## src/hw/qb_port_pkg.sv

```systemverilog
// Purpose: constants and types for the quasi-bidirectional port
// Assumes: single 50 MHz clock, synchronous active-high reset
// Notes: what the block does is listed below
//
// What this block does
// - Every pin owns a latch bit, written directly
// - General port: pull-down plus passive pull-up drive
// - Bus port pull-up only during bus cycles
// - General port strong pull-up pulses only on 0-to-1
// - Source-only reads return the sampled pin level
// - Pin reads low if either side pulls
// - Single-operand read-modify-write uses latch source
// - Logic ops on port read the latch
// - Jump-bit-set-then-clear tests the latch bit
// - Bit operations leave other latch bits alone
package qb_port_pkg;

	localparam int unsigned PORT_WIDTH = 8;
	localparam int unsigned CLK_PERIOD_NS = 20;
	// Shortest strong pull-up pulse, rounded up to cycles
	localparam int unsigned STRONG_PU_NS = 40;
	localparam int unsigned STRONG_PU_CYCLES = (STRONG_PU_NS + CLK_PERIOD_NS - 1) / CLK_PERIOD_NS;
	localparam int unsigned PU_CNT_W = 3;
	localparam logic LATCH_RST_BIT = 1'b1;
	localparam logic OUT_RST_BIT = 1'b0;

	typedef enum logic [3:0] {
		OP_READ_PIN = 4'h0,
		OP_READ_PIN_BIT = 4'h1,
		OP_WRITE = 4'h2,
		OP_LOGICAL_AND = 4'h3,
		OP_LOGICAL_OR = 4'h4,
		OP_LOGICAL_XOR = 4'h5,
		OP_INCREMENT = 4'h6,
		OP_DECREMENT = 4'h7,
		OP_DEC_BRANCH_NZ = 4'h8,
		OP_BIT_COMPLEMENT = 4'h9,
		OP_BIT_SET = 4'ha,
		OP_BIT_CLEAR = 4'hb,
		OP_JUMP_BIT_CLEAR = 4'hc,
		OP_BIT_MOVE = 4'hd
	} op_t;

endpackage

```

## src/hw/port_drive_if.sv

```systemverilog
// Purpose: carries latch state to the pin drivers and drive back
// Assumes: all signals in the clk_i domain
// Notes: drive signals are registered in the driver
interface port_drive_if #(parameter int unsigned WIDTH = 8);
	logic [WIDTH-1:0] latch;
	logic bus_mode;
	logic [WIDTH-1:0] pull_dn;
	logic [WIDTH-1:0] weak_pu;
	logic [WIDTH-1:0] strong_pu;

	modport core (output latch, output bus_mode, input pull_dn, input weak_pu, input strong_pu);
	modport drv (input latch, input bus_mode, output pull_dn, output weak_pu, output strong_pu);
endinterface

```

## src/hw/pin_driver.sv

```systemverilog
// Purpose: per-pin pull-down, passive and strong pull-up control
// Assumes: latch arrives registered from the port core
// Notes: general port strong pull-up timed per pin by a small down counter
module pin_driver
	import qb_port_pkg::*;
#(
	parameter int unsigned WIDTH = PORT_WIDTH,
	parameter bit MUX_BUS_PORT = 1'b0
)
(
	// Clock and reset
	input wire logic clk_i,
	input wire logic rst_i,
	// Core side
	port_drive_if.drv drv
);

	generate
		if (WIDTH < 1 || STRONG_PU_CYCLES < 1 || STRONG_PU_CYCLES >= (1 << PU_CNT_W))
		begin : g_bad_param
			$error("pin_driver: WIDTH or strong pull-up count out of range");
		end
	endgenerate

	logic [WIDTH-1:0] prev_q;
	logic [WIDTH-1:0] prev_d;
	logic [WIDTH-1:0] pull_dn_q, pull_dn_d;
	logic [WIDTH-1:0] weak_q, weak_d;
	logic [WIDTH-1:0] strong_q, strong_d;

	assign prev_d = drv.latch;
	assign drv.pull_dn = pull_dn_q;
	assign drv.weak_pu = weak_q;
	assign drv.strong_pu = strong_q;

	genvar g;
	generate
		for (g = 0; g < WIDTH; g++)
		begin : g_pin
			logic [PU_CNT_W-1:0] cnt_q, cnt_d;
			always_comb
			begin
				cnt_d = cnt_q;
				if (drv.latch[g] && !prev_q[g])
					cnt_d = PU_CNT_W'(STRONG_PU_CYCLES);
				else if (cnt_q != '0)
					cnt_d = cnt_q - PU_CNT_W'(1);
			end
			// One driver per bit, so each pin owns its slice
			assign pull_dn_d[g] = ~drv.latch[g];
			// Passive pull-up on the general port only; the bus port never has one
			assign weak_d[g] = !MUX_BUS_PORT;
			assign strong_d[g] = MUX_BUS_PORT ? (drv.bus_mode && drv.latch[g]) : (cnt_d != '0);
			always_ff @(posedge clk_i)
			begin
				if (rst_i)
					cnt_q <= '0;
				else
					cnt_q <= cnt_d;
			end
		end
	endgenerate

	always_ff @(posedge clk_i)
	begin
		if (rst_i)
		begin
			prev_q <= {WIDTH{LATCH_RST_BIT}};
			pull_dn_q <= {WIDTH{OUT_RST_BIT}};
			weak_q <= {WIDTH{OUT_RST_BIT}};
			strong_q <= {WIDTH{OUT_RST_BIT}};
		end
		else
		begin
			prev_q <= prev_d;
			pull_dn_q <= pull_dn_d;
			weak_q <= weak_d;
			strong_q <= strong_d;
		end
	end

endmodule

```

## src/hw/quasi_bidir_port.sv

```systemverilog
// Purpose: quasi-bidirectional port latch, pin sampling and operations
// Assumes: core presents one operation per cycle; inputs synchronous
// Notes: ext_level_i is the outside driver, high when it floats
module quasi_bidir_port
	import qb_port_pkg::*;
#(
	parameter int unsigned WIDTH = PORT_WIDTH,
	parameter bit MUX_BUS_PORT = 1'b0
)
(
	// Clock and reset
	input wire logic clk_i,
	input wire logic rst_i,
	// Core operation request
	input wire logic op_valid_i,
	input wire op_t op_kind_i,
	input wire logic [2:0] bit_sel_i,
	input wire logic [WIDTH-1:0] data_i,
	input wire logic bus_mode_i,
	// Core results
	output logic [WIDTH-1:0] rd_data_o,
	output logic rd_bit_o,
	output logic branch_o,
	output logic done_o,
	// Pins
	input wire logic [WIDTH-1:0] ext_level_i,
	output logic [WIDTH-1:0] pin_o,
	output logic [WIDTH-1:0] pin_oe_o,
	output logic [WIDTH-1:0] weak_pu_o,
	output logic [WIDTH-1:0] strong_pu_o
);

	generate
		if (WIDTH < 1 || WIDTH > 8)
		begin : g_bad_width
			$error("quasi_bidir_port: WIDTH must be 1 to 8");
		end
	endgenerate

	////////////////////////////////////////////////////////////////
	// State
	logic [WIDTH-1:0] latch_q, latch_d;
	logic [WIDTH-1:0] rd_data_q, rd_data_d;
	logic rd_bit_q, rd_bit_d;
	logic branch_q, branch_d;
	logic done_q, done_d;
	logic [WIDTH-1:0] pin_out_q;
	logic bus_mode_q, bus_mode_d;
	logic [WIDTH-1:0] pin_level;
	logic [WIDTH-1:0] bit_mask;
	logic latch_bit;

	port_drive_if #(.WIDTH(WIDTH)) drive ();

	pin_driver #(.WIDTH(WIDTH), .MUX_BUS_PORT(MUX_BUS_PORT)) u_drv (
		.clk_i(clk_i),
		.rst_i(rst_i),
		.drv(drive.drv)
	);

	assign drive.latch = latch_q;
	assign drive.bus_mode = bus_mode_q;

	////////////////////////////////////////////////////////////////
	// Pin level and bit selection
	assign pin_level = latch_q & ext_level_i;
	assign bit_mask = WIDTH'(1) << bit_sel_i;
	assign latch_bit = |(latch_q & bit_mask);

	////////////////////////////////////////////////////////////////
	// Operation decode
	always_comb
	begin
		latch_d = latch_q;
		rd_data_d = rd_data_q;
		rd_bit_d = rd_bit_q;
		branch_d = 1'b0;
		done_d = op_valid_i;
		bus_mode_d = bus_mode_i;
		if (op_valid_i)
		begin
			case (op_kind_i)
				OP_READ_PIN:
				begin
					rd_data_d = pin_level;
				end
				OP_READ_PIN_BIT:
				begin
					rd_bit_d = |(pin_level & bit_mask);
				end
				OP_WRITE:
				begin
					latch_d = data_i;
				end
				OP_LOGICAL_AND:
				begin
					rd_data_d = latch_q;
					latch_d = latch_q & data_i;
				end
				OP_LOGICAL_OR:
				begin
					rd_data_d = latch_q;
					latch_d = latch_q | data_i;
				end
				OP_LOGICAL_XOR:
				begin
					rd_data_d = latch_q;
					latch_d = latch_q ^ data_i;
				end
				OP_INCREMENT:
				begin
					rd_data_d = latch_q;
					latch_d = latch_q + WIDTH'(1);
				end
				OP_DECREMENT:
				begin
					rd_data_d = latch_q;
					latch_d = latch_q - WIDTH'(1);
				end
				OP_DEC_BRANCH_NZ:
				begin
					rd_data_d = latch_q;
					latch_d = latch_q - WIDTH'(1);
					branch_d = (latch_q != WIDTH'(1));
				end
				OP_BIT_COMPLEMENT:
				begin
					rd_bit_d = latch_bit;
					latch_d = latch_q ^ bit_mask;
				end
				OP_BIT_SET:
				begin
					latch_d = latch_q | bit_mask;
				end
				OP_BIT_CLEAR:
				begin
					latch_d = latch_q & ~bit_mask;
				end
				OP_JUMP_BIT_CLEAR:
				begin
					rd_bit_d = latch_bit;
					branch_d = latch_bit;
					latch_d = latch_q & ~bit_mask;
				end
				OP_BIT_MOVE:
				begin
					latch_d = data_i[0] ? (latch_q | bit_mask) : (latch_q & ~bit_mask);
				end
				default:
				begin
					done_d = 1'b0;
				end
			endcase
		end
	end

	always_ff @(posedge clk_i)
	begin
		if (rst_i)
		begin
			latch_q <= {WIDTH{LATCH_RST_BIT}};
			rd_data_q <= {WIDTH{OUT_RST_BIT}};
			rd_bit_q <= OUT_RST_BIT;
			branch_q <= OUT_RST_BIT;
			done_q <= OUT_RST_BIT;
			pin_out_q <= {WIDTH{OUT_RST_BIT}};
			bus_mode_q <= OUT_RST_BIT;
		end
		else
		begin
			latch_q <= latch_d;
			rd_data_q <= rd_data_d;
			rd_bit_q <= rd_bit_d;
			branch_q <= branch_d;
			done_q <= done_d;
			pin_out_q <= {WIDTH{OUT_RST_BIT}};
			bus_mode_q <= bus_mode_d;
		end
	end

	////////////////////////////////////////////////////////////////
	// Outputs
	assign rd_data_o = rd_data_q;
	assign rd_bit_o = rd_bit_q;
	assign branch_o = branch_q;
	assign done_o = done_q;
	// Pin only ever pulled low by the port itself
	assign pin_o = pin_out_q;
	assign pin_oe_o = drive.pull_dn;
	assign weak_pu_o = drive.weak_pu;
	assign strong_pu_o = drive.strong_pu;
endmodule

```

## config.mk

```make
export PLATFORM = sky130hd
export DESIGN_NAME = quasi_bidir_port
export DESIGN_NICKNAME = d
export VERILOG_FILES = /design/src/hw/qb_port_pkg.sv /design/src/hw/port_drive_if.sv /design/src/hw/pin_driver.sv /design/src/hw/quasi_bidir_port.sv
export SDC_FILE = /design/constraint.sdc
export NUM_CORES = 1
export LEC_CHECK = 0
export BUFFER_PORTS_ARGS = -buffer_cell sky130_fd_sc_hd__buf_2
export CORE_MARGIN = 2
export CORE_UTILIZATION = 50
export DETAILED_ROUTE_END_ITERATION = 7
export GPL_TIMING_DRIVEN = 0
export PLACE_DENSITY = 0.74
export SKIP_CTS_REPAIR_TIMING = 1
export SYNTH_ARGS = -nofsm -noshare
export SYNTH_HDL_FRONTEND = slang
export SYNTH_SLANG_ARGS = --single-unit
```

## constraint.sdc

```tcl
create_clock -name clk_i -period 1.7 [get_ports clk_i]
set_input_delay 0.085 -clock clk_i [delete_from_list [all_inputs] [get_ports clk_i]]
set_output_delay 0.085 -clock clk_i [all_outputs]
set_load 0.02 [all_outputs]
```

# Yosys cells after proc, flatten, opt, wreduce, memory -nomap -nowiden
# Cells that the tools add are included.
dict set report totals {
  register_bits 75
  input_bits 27
  out_inout_bits 43
  word_cells 131
}
dict set report classes {
  addsub 10
  n_eq_ne 14
  shift 1
  n_mux 23
  n_bitwise 19
  reduce_logical 47
}
# operator n
set op_table {}
lappend op_table {{$pmux W8 S10} 1}
lappend op_table {{$mux W3} 16}
lappend op_table {{$reduce_bool A3 Y1} 16}
lappend op_table {{$and A8 B8 Y8} 5}
lappend op_table {{$eq A4 B4 Y1 const B} 6}
lappend op_table {{$sub A3 B1 Y3 const B} 8}
lappend op_table {{$eq A4 B3 Y1 const B} 4}
lappend op_table {{$mux W8} 2}
lappend op_table {{$or A8 B8 Y8} 2}
lappend op_table {{$pmux W8 S2} 1}
lappend op_table {{$reduce_or A8 Y1} 2}
lappend op_table {{$xor A8 B8 Y8} 2}
lappend op_table {{$reduce_or A14 Y1} 1}
lappend op_table {{$reduce_bool A10 Y1} 1}
lappend op_table {{$not A1 Y1} 9}
lappend op_table {{$add A8 B1 Y8 const B} 1}
lappend op_table {{$eq A4 B2 Y1 const B} 2}
lappend op_table {{$logic_and A1 B1 Y1} 8}
lappend op_table {{$logic_not A1 Y1} 8}
lappend op_table {{$ne A8 B1 Y1 const B} 1}
lappend op_table {{$not A8 Y8} 1}
lappend op_table {{$reduce_or A2 Y1} 4}
lappend op_table {{$shl A1 B3 Y8 const A} 1}
lappend op_table {{$sub A8 B1 Y8 const B} 1}
lappend op_table {{7 further kinds} 11}

# Longest topological paths before layout
dict set report depth {
  depth_word 5
  ltp_mapped 9
  ltp_nobuf 8
}

# Hierarchy
# A second synthesis with hierarchy kept.
dict set report unflattened {
  hier_cells 580
  hier_area_um2 4530.6
}
# module n_inst cells_each area_per_inst_um2 seq_area_each_um2
set by_module_without_submodules {}
lappend by_module_without_submodules {quasi_bidir_port 1 363 2453.6 400.4}
lappend by_module_without_submodules {pin_driver 1 217 2077.0 980.9}

# Worst setup path after synthesis
# No wires, ideal clock.
dict set report synth_path {
  path_kind {reg2reg}
  startpoint {register latch_q[1], in the netlist drive.latch[1]}
  endpoint {register latch_q[2], in the netlist drive.latch[2]}
  setup_time_ps 120
  arrival_ps 1728
  required_time_ps 1580
  setup_slack_ps -148
  stages_incl_launch_ff 9
  path_buffers 1
  synth_period_minus_slack_ps 1848
  cell_sequence {dfxtp_1 -> clkbuf_1 -> inv_1 -> ha_1 -> nand2b_1 -> o221ai_2 -> a2111oi_2 -> a21boi_1 -> o21ai_1}
}
dict set report synth_between {
  elab_chain_len 2
  elab_cells_between_ends 3
  classes_between {add/sub (2); mux (1)}
}
# element line
set synth_rtl {}
lappend synth_rtl {{start: declaration} quasi_bidir_port.sv:42} ;# logic [WIDTH-1:0] latch_q, latch_d;
lappend synth_rtl {{start signal: assignment} quasi_bidir_port.sv:161} ;# latch_q <= {WIDTH{LATCH_RST_BIT}};
lappend synth_rtl {{start signal: assignment} quasi_bidir_port.sv:171} ;# latch_q <= latch_d;
lappend synth_rtl {{$sub A8 B1 Y8 / $add A8 B1 Y8 (equally long branches)} {quasi_bidir_port.sv:118, quasi_bidir_port.sv:123, quasi_bidir_port.sv:113}}
lappend synth_rtl {{$pmux W8 S10 (*)} quasi_bidir_port.sv:82} ;# case (op_kind_i)
# Mark *: on every way between the ends. The rest lies on a longest branch, timed or not.
# A chain may end at the register's enable or synchronous reset.

# Worst setup path after layout
dict set report layout_path {
  startpoint {register latch_q[6], in the netlist drive.latch[6]}
  endpoint {register latch_q[6], in the netlist drive.latch[6]}
}
dict set report layout_between {
  elab_chain_len 3
  elab_cells_between_ends 10
  classes_between {add/sub (2); mux (2); bitwise (6)}
}
# element line
set layout_rtl {}
lappend layout_rtl {{branches (longest 2 deep; another with $sub A8 B1 Y8)} n/a}
lappend layout_rtl {{$pmux W8 S10 (*)} quasi_bidir_port.sv:82}
# Mark *: on every way between the ends.

==> results by group <==
STA
  • Slew of the pin with the lowest slew margin: 828 ps
  • Min Clock Period, post-route: roughly 1800 ps
  • Setup repair after global routing missed its margin: yes
  • Final setup violation count: 2
  • Share of the cycle needed by the critical path after routing: 103%
  • Clk_skew: 12.5 ps
  • Total count of hold-check failures in the final report: 0
  • Maximum frequency from static timing analysis: 571 MHz
  • Setup ws final: -51.5 ps
  • Worst rel slew slack: 44.7%
  • Fin Hold WS: 66.4 ps
  • Final Slew Violations: 0

Setup path
  • Timing endpoint of the critical path: drive.latch[6]
  • Element type at the critical path start: register
  • Startpoint of the worst register-to-register path: drive.latch[6]
  • Crit path max-delay cell type: sky130_fd_sc_hd__buf_1
  • Crit path arrival time: 2040 ps
  • Kind of cell adding the most delay to the critical path: compound AO/OA/AOI/OAI gates
  • Critical path depth: 5
  • Number of cells on the worst reg-to-reg path: 5
  • Worst reg2reg endpoint: drive.latch[6]
  • Critical path type: register to register
  • Required arrival time at the worst endpoint: 1990 ps
  • Worst-case register-to-register setup slack: -50 ps
  • Launching instance or port of the critical path: drive.latch[6]
  • Number of buffer and inverter instances along the worst setup path: 1
  • Kind of end point of the critical path: register
  • Largest fanout of any net on the critical path: 10
  • Sequence of cells on the critical path: buf_1, o211ai_1, a41o_1, and3_1, o22ai_2
  • Slowest cell delay on critical path: 490 ps

Layout
  • Proportion of layout cells with a drive suffix above 1: 24.1%
  • Area overhead of the layout relative to synthesis: 18.8%
  • Final Instance Area: 5270 µm²
  • Antenna Cells: 0
  • Post-layout instance count excluding filler cells: 756
  • Number of nets in the finished design: 697

Clock tree
  • TritonCTS clock tree: done
  • Clock sinks: between 60 and 70
  • Skew-Pair Late Insertion Delay: 350 ps
  • Bufs on Longest Clock Path: 2
  • CTS clock-pin slew for the worst setup and hold paths: 80 ps
  • Clock tree root driver cell: sky130_fd_sc_hd__clkbuf_8
  • TritonCTS buffer count: 9
  • H-tree depth: 3

Power and ir drop
  • Worst supply voltage drop on vdd: around 0.5 mV
  • Total power divided by cell area: roughly 1100 nW/µm²
  • Overall power consumption: 5.79 mW
  • Leakage power total: between 2 and 2.5 nW

Route
  • Starting DRC count in detailed routing: between 500 and 600
  • Via count: 4,495
  • DR pass1 iterations: 8
  • WL per Instance: 18.0 µm
  • Antenna Nets Post-Route: 0
  • Via-per-instance ratio: 5.95
  • Total wire length: 13,600 µm
  • DRC violation count after routing: 2

Logic synthesis
  • Yosys warning total: 0
  • Dominant combinational cell family by area after synthesis: simple AND/OR/NAND/NOR gates
  • Post-synthesis cell area: 4440 µm²
  • Number of enable flip-flop cells after synthesis: 0
  • Most common library cells after synthesis: sky130_fd_sc_hd__dfxtp_1 (68), sky130_fd_sc_hd__inv_1 (52), sky130_fd_sc_hd__nor2_1 (51), sky130_fd_sc_hd__a21oi_1 (36), sky130_fd_sc_hd__nand2_1 (33)
  • Cell count after synthesis: 557
  • FF+latch count, synth: 68
  • Number of distinct library cells after synthesis: just over 70
  • Xor and xnor fraction of the mapped netlist area: 2.76%
  • Avg Synthesized Cell Area: 7.96 µm²
  • Synth area leader: sky130_fd_sc_hd__dfxtp_1
  • Library cell with the highest instance count after synthesis: sky130_fd_sc_hd__dfxtp_1
  • Synth top area cells: sky130_fd_sc_hd__dfxtp_1 (31%), sky130_fd_sc_hd__ha_1 (7.3%), sky130_fd_sc_hd__inv_1 (4.4%)
  • Multiplexer area fraction after synthesis: approximately 3.7%
  • Portion of synthesized cell area occupied by the leading cell type: 30.7%
  • Top FF cell, synth: sky130_fd_sc_hd__dfxtp_1
  • Post-synthesis share of cell area spent on full adders, half adders and majority gates: between 7 and 8%
  • Post-synthesis simple-gate area fraction: between 20 and 25%
  • Share of the yosys chip area belonging to registers: about 30%
  • Synthesized-area fraction occupied by ao, oa, aoi and oai cells: 21.4%
  • Fraction of registers with async set/reset: 0%

Global route
  • Initial antenna violation count: 0
  • Fraction of met3 tracks used by global routing: 7.23%
  • Vias in the first global route: 4,204
  • Leftover overflow at the end of global routing: 0
  • Wire length of the first global-routing pass: ~21,000 µm
  • All-Layer GR Usage: 27.8%
  • GRT met1 Usage: between 30% and 40%
  • Maximum number of pins on one net before global-route repair: 12
  • Met2 usage: between 40 and 50%
  • Layer with the highest usage after global routing: met2

Run status
  • Failing checks: design-rule violations, negative setup slack
  • Outcome: finished, violations left

Floorplan
  • Total die area: ~9600 µm²
  • DIE HEIGHT: 98.2 µm
  • FP Rows: 34
  • Core ar.: 8680 µm²
  • Number of ports placed on the die boundary: 70
  • Initial cell density of the core: about half
  • Die boundary width: 98.2 µm

Job
  • Max-cap violations: 0

Placed design
  • Placer Congestion: about 1
  • Dpl cells: 730
  • Detail Placement HPWL: 10,100 µm
  • PortBufs: a little under 60
  • Post-detailed-placement cell area: 4890 µm²

Min path
  • Worst hold path type: input port to register
[stage by stage]
stage	setup slack, ps	TNS [ps]	utilization (%)
after global placement	-340	-2270	56.4
after global routing	-154	-485	60.7
after floorplan	5.05	0	-
after detailed placement	-359	-2270	56.4
final	-51.5	-69.2	60.7
after CTS	-375	-1650	58.2
[power by group]
part	internal [mW]	total, mW	switching, mW
Clock	0.513	1.14	0.622
Combinational	1.08	2.55	1.48
Sequential	1.94	2.10	0.157
Total	3.53	5.79	2.26
[cell usage in the layout (no fill, tap or decap), types with 5 or more instances in the layout]
cell type                  instances
sky130_fd_sc_hd__buf_2            67
sky130_fd_sc_hd__dfxtp_1          65
sky130_fd_sc_hd__nor2_1           51
sky130_fd_sc_hd__inv_1            50
sky130_fd_sc_hd__a21oi_1          35
sky130_fd_sc_hd__buf_4            32
sky130_fd_sc_hd__nand2_1          32
sky130_fd_sc_hd__ha_1             24
sky130_fd_sc_hd__nor3_1           19
sky130_fd_sc_hd__o21ai_0          17
sky130_fd_sc_hd__mux2i_1          14
sky130_fd_sc_hd__nor3b_1          14
sky130_fd_sc_hd__nor2b_1          12
sky130_fd_sc_hd__a31oi_1          11
sky130_fd_sc_hd__o211ai_1         11
sky130_fd_sc_hd__clkbuf_1         10
sky130_fd_sc_hd__nand2b_1         10
sky130_fd_sc_hd__xnor2_1          10
sky130_fd_sc_hd__o21ai_1          10
sky130_fd_sc_hd__nand3_1           9
sky130_fd_sc_hd__clkbuf_8          9
sky130_fd_sc_hd__o22ai_1           8
sky130_fd_sc_hd__conb_1            8
sky130_fd_sc_hd__buf_6             6
sky130_fd_sc_hd__a211oi_1          6
sky130_fd_sc_hd__nand4_1           5
sky130_fd_sc_hd__o221ai_1          5
[worst min-delay path by stage]
stage	startpoint	to	slack, ps	cells past startpoint
after floorplan	rst_i	u_drv.g_pin[0].cnt_q[2]	170	1
after global placement	rst_i	u_drv.g_pin[0].cnt_q[2]	290	2
after detailed placement	rst_i	u_drv.g_pin[0].cnt_q[2]	310	2
after CTS	rst_i	u_drv.g_pin[0].cnt_q[2]	-60	2
after global routing	op_valid_i	branch_o	100	3
final	op_valid_i	branch_o	70	3
[kinds of logic after synthesis]
family,after synthesis
and+or+nand+nor,186
muxes,16
DFF,68
buffers and inverters,105
AOI/OAI and AO/OA,141
adders and majority gates,26
other,1
xor gates and xnor gates,14
[routing by layer]
| metal | vias to the layer above | routed length [µm] |
|---|---|---|
| li1 | 2096 | - |
| met1 | 2073 | 5420 |
| met2 | 269 | 6310 |
| met3 | 57 | 1320 |
| met4 | 0 | 590 |
| met5 | - | 0 |
[registers in the layout (all words and copies together), names as in the netlist]
name	count
u_drv.g_pin.cnt_q	24
u_drv.prev_q	8
branch_o	1
rd_bit_o	1
done_o	1
drive.latch	8
u_drv.drv.strong_pu	8
u_drv.drv.weak_pu	1
rd_data_o	8
u_drv.drv.pull_dn	8
[tightest hold or removal path, cell delays in order]
cell,delay [ps]
sky130_fd_sc_hd__buf_2,140
sky130_fd_sc_hd__nand4_1,90
sky130_fd_sc_hd__a211oi_1,50
[layout make-up]
| type | count | area (µm²) |
|---|---|---|
| tap | 108 | 135 |
| timing repair buffer | 71 | 402 |
| fill | 800 | 3410 |
| clock inverter | 5 | 30.0 |
| multi-input combinational | 391 | 2670 |
| inverter | 55 | 214 |
| sequential | 68 | 1370 |
| buffer | 48 | 323 |
| clock buffer | 10 | 128 |
(Power assumes the default switching activity.)
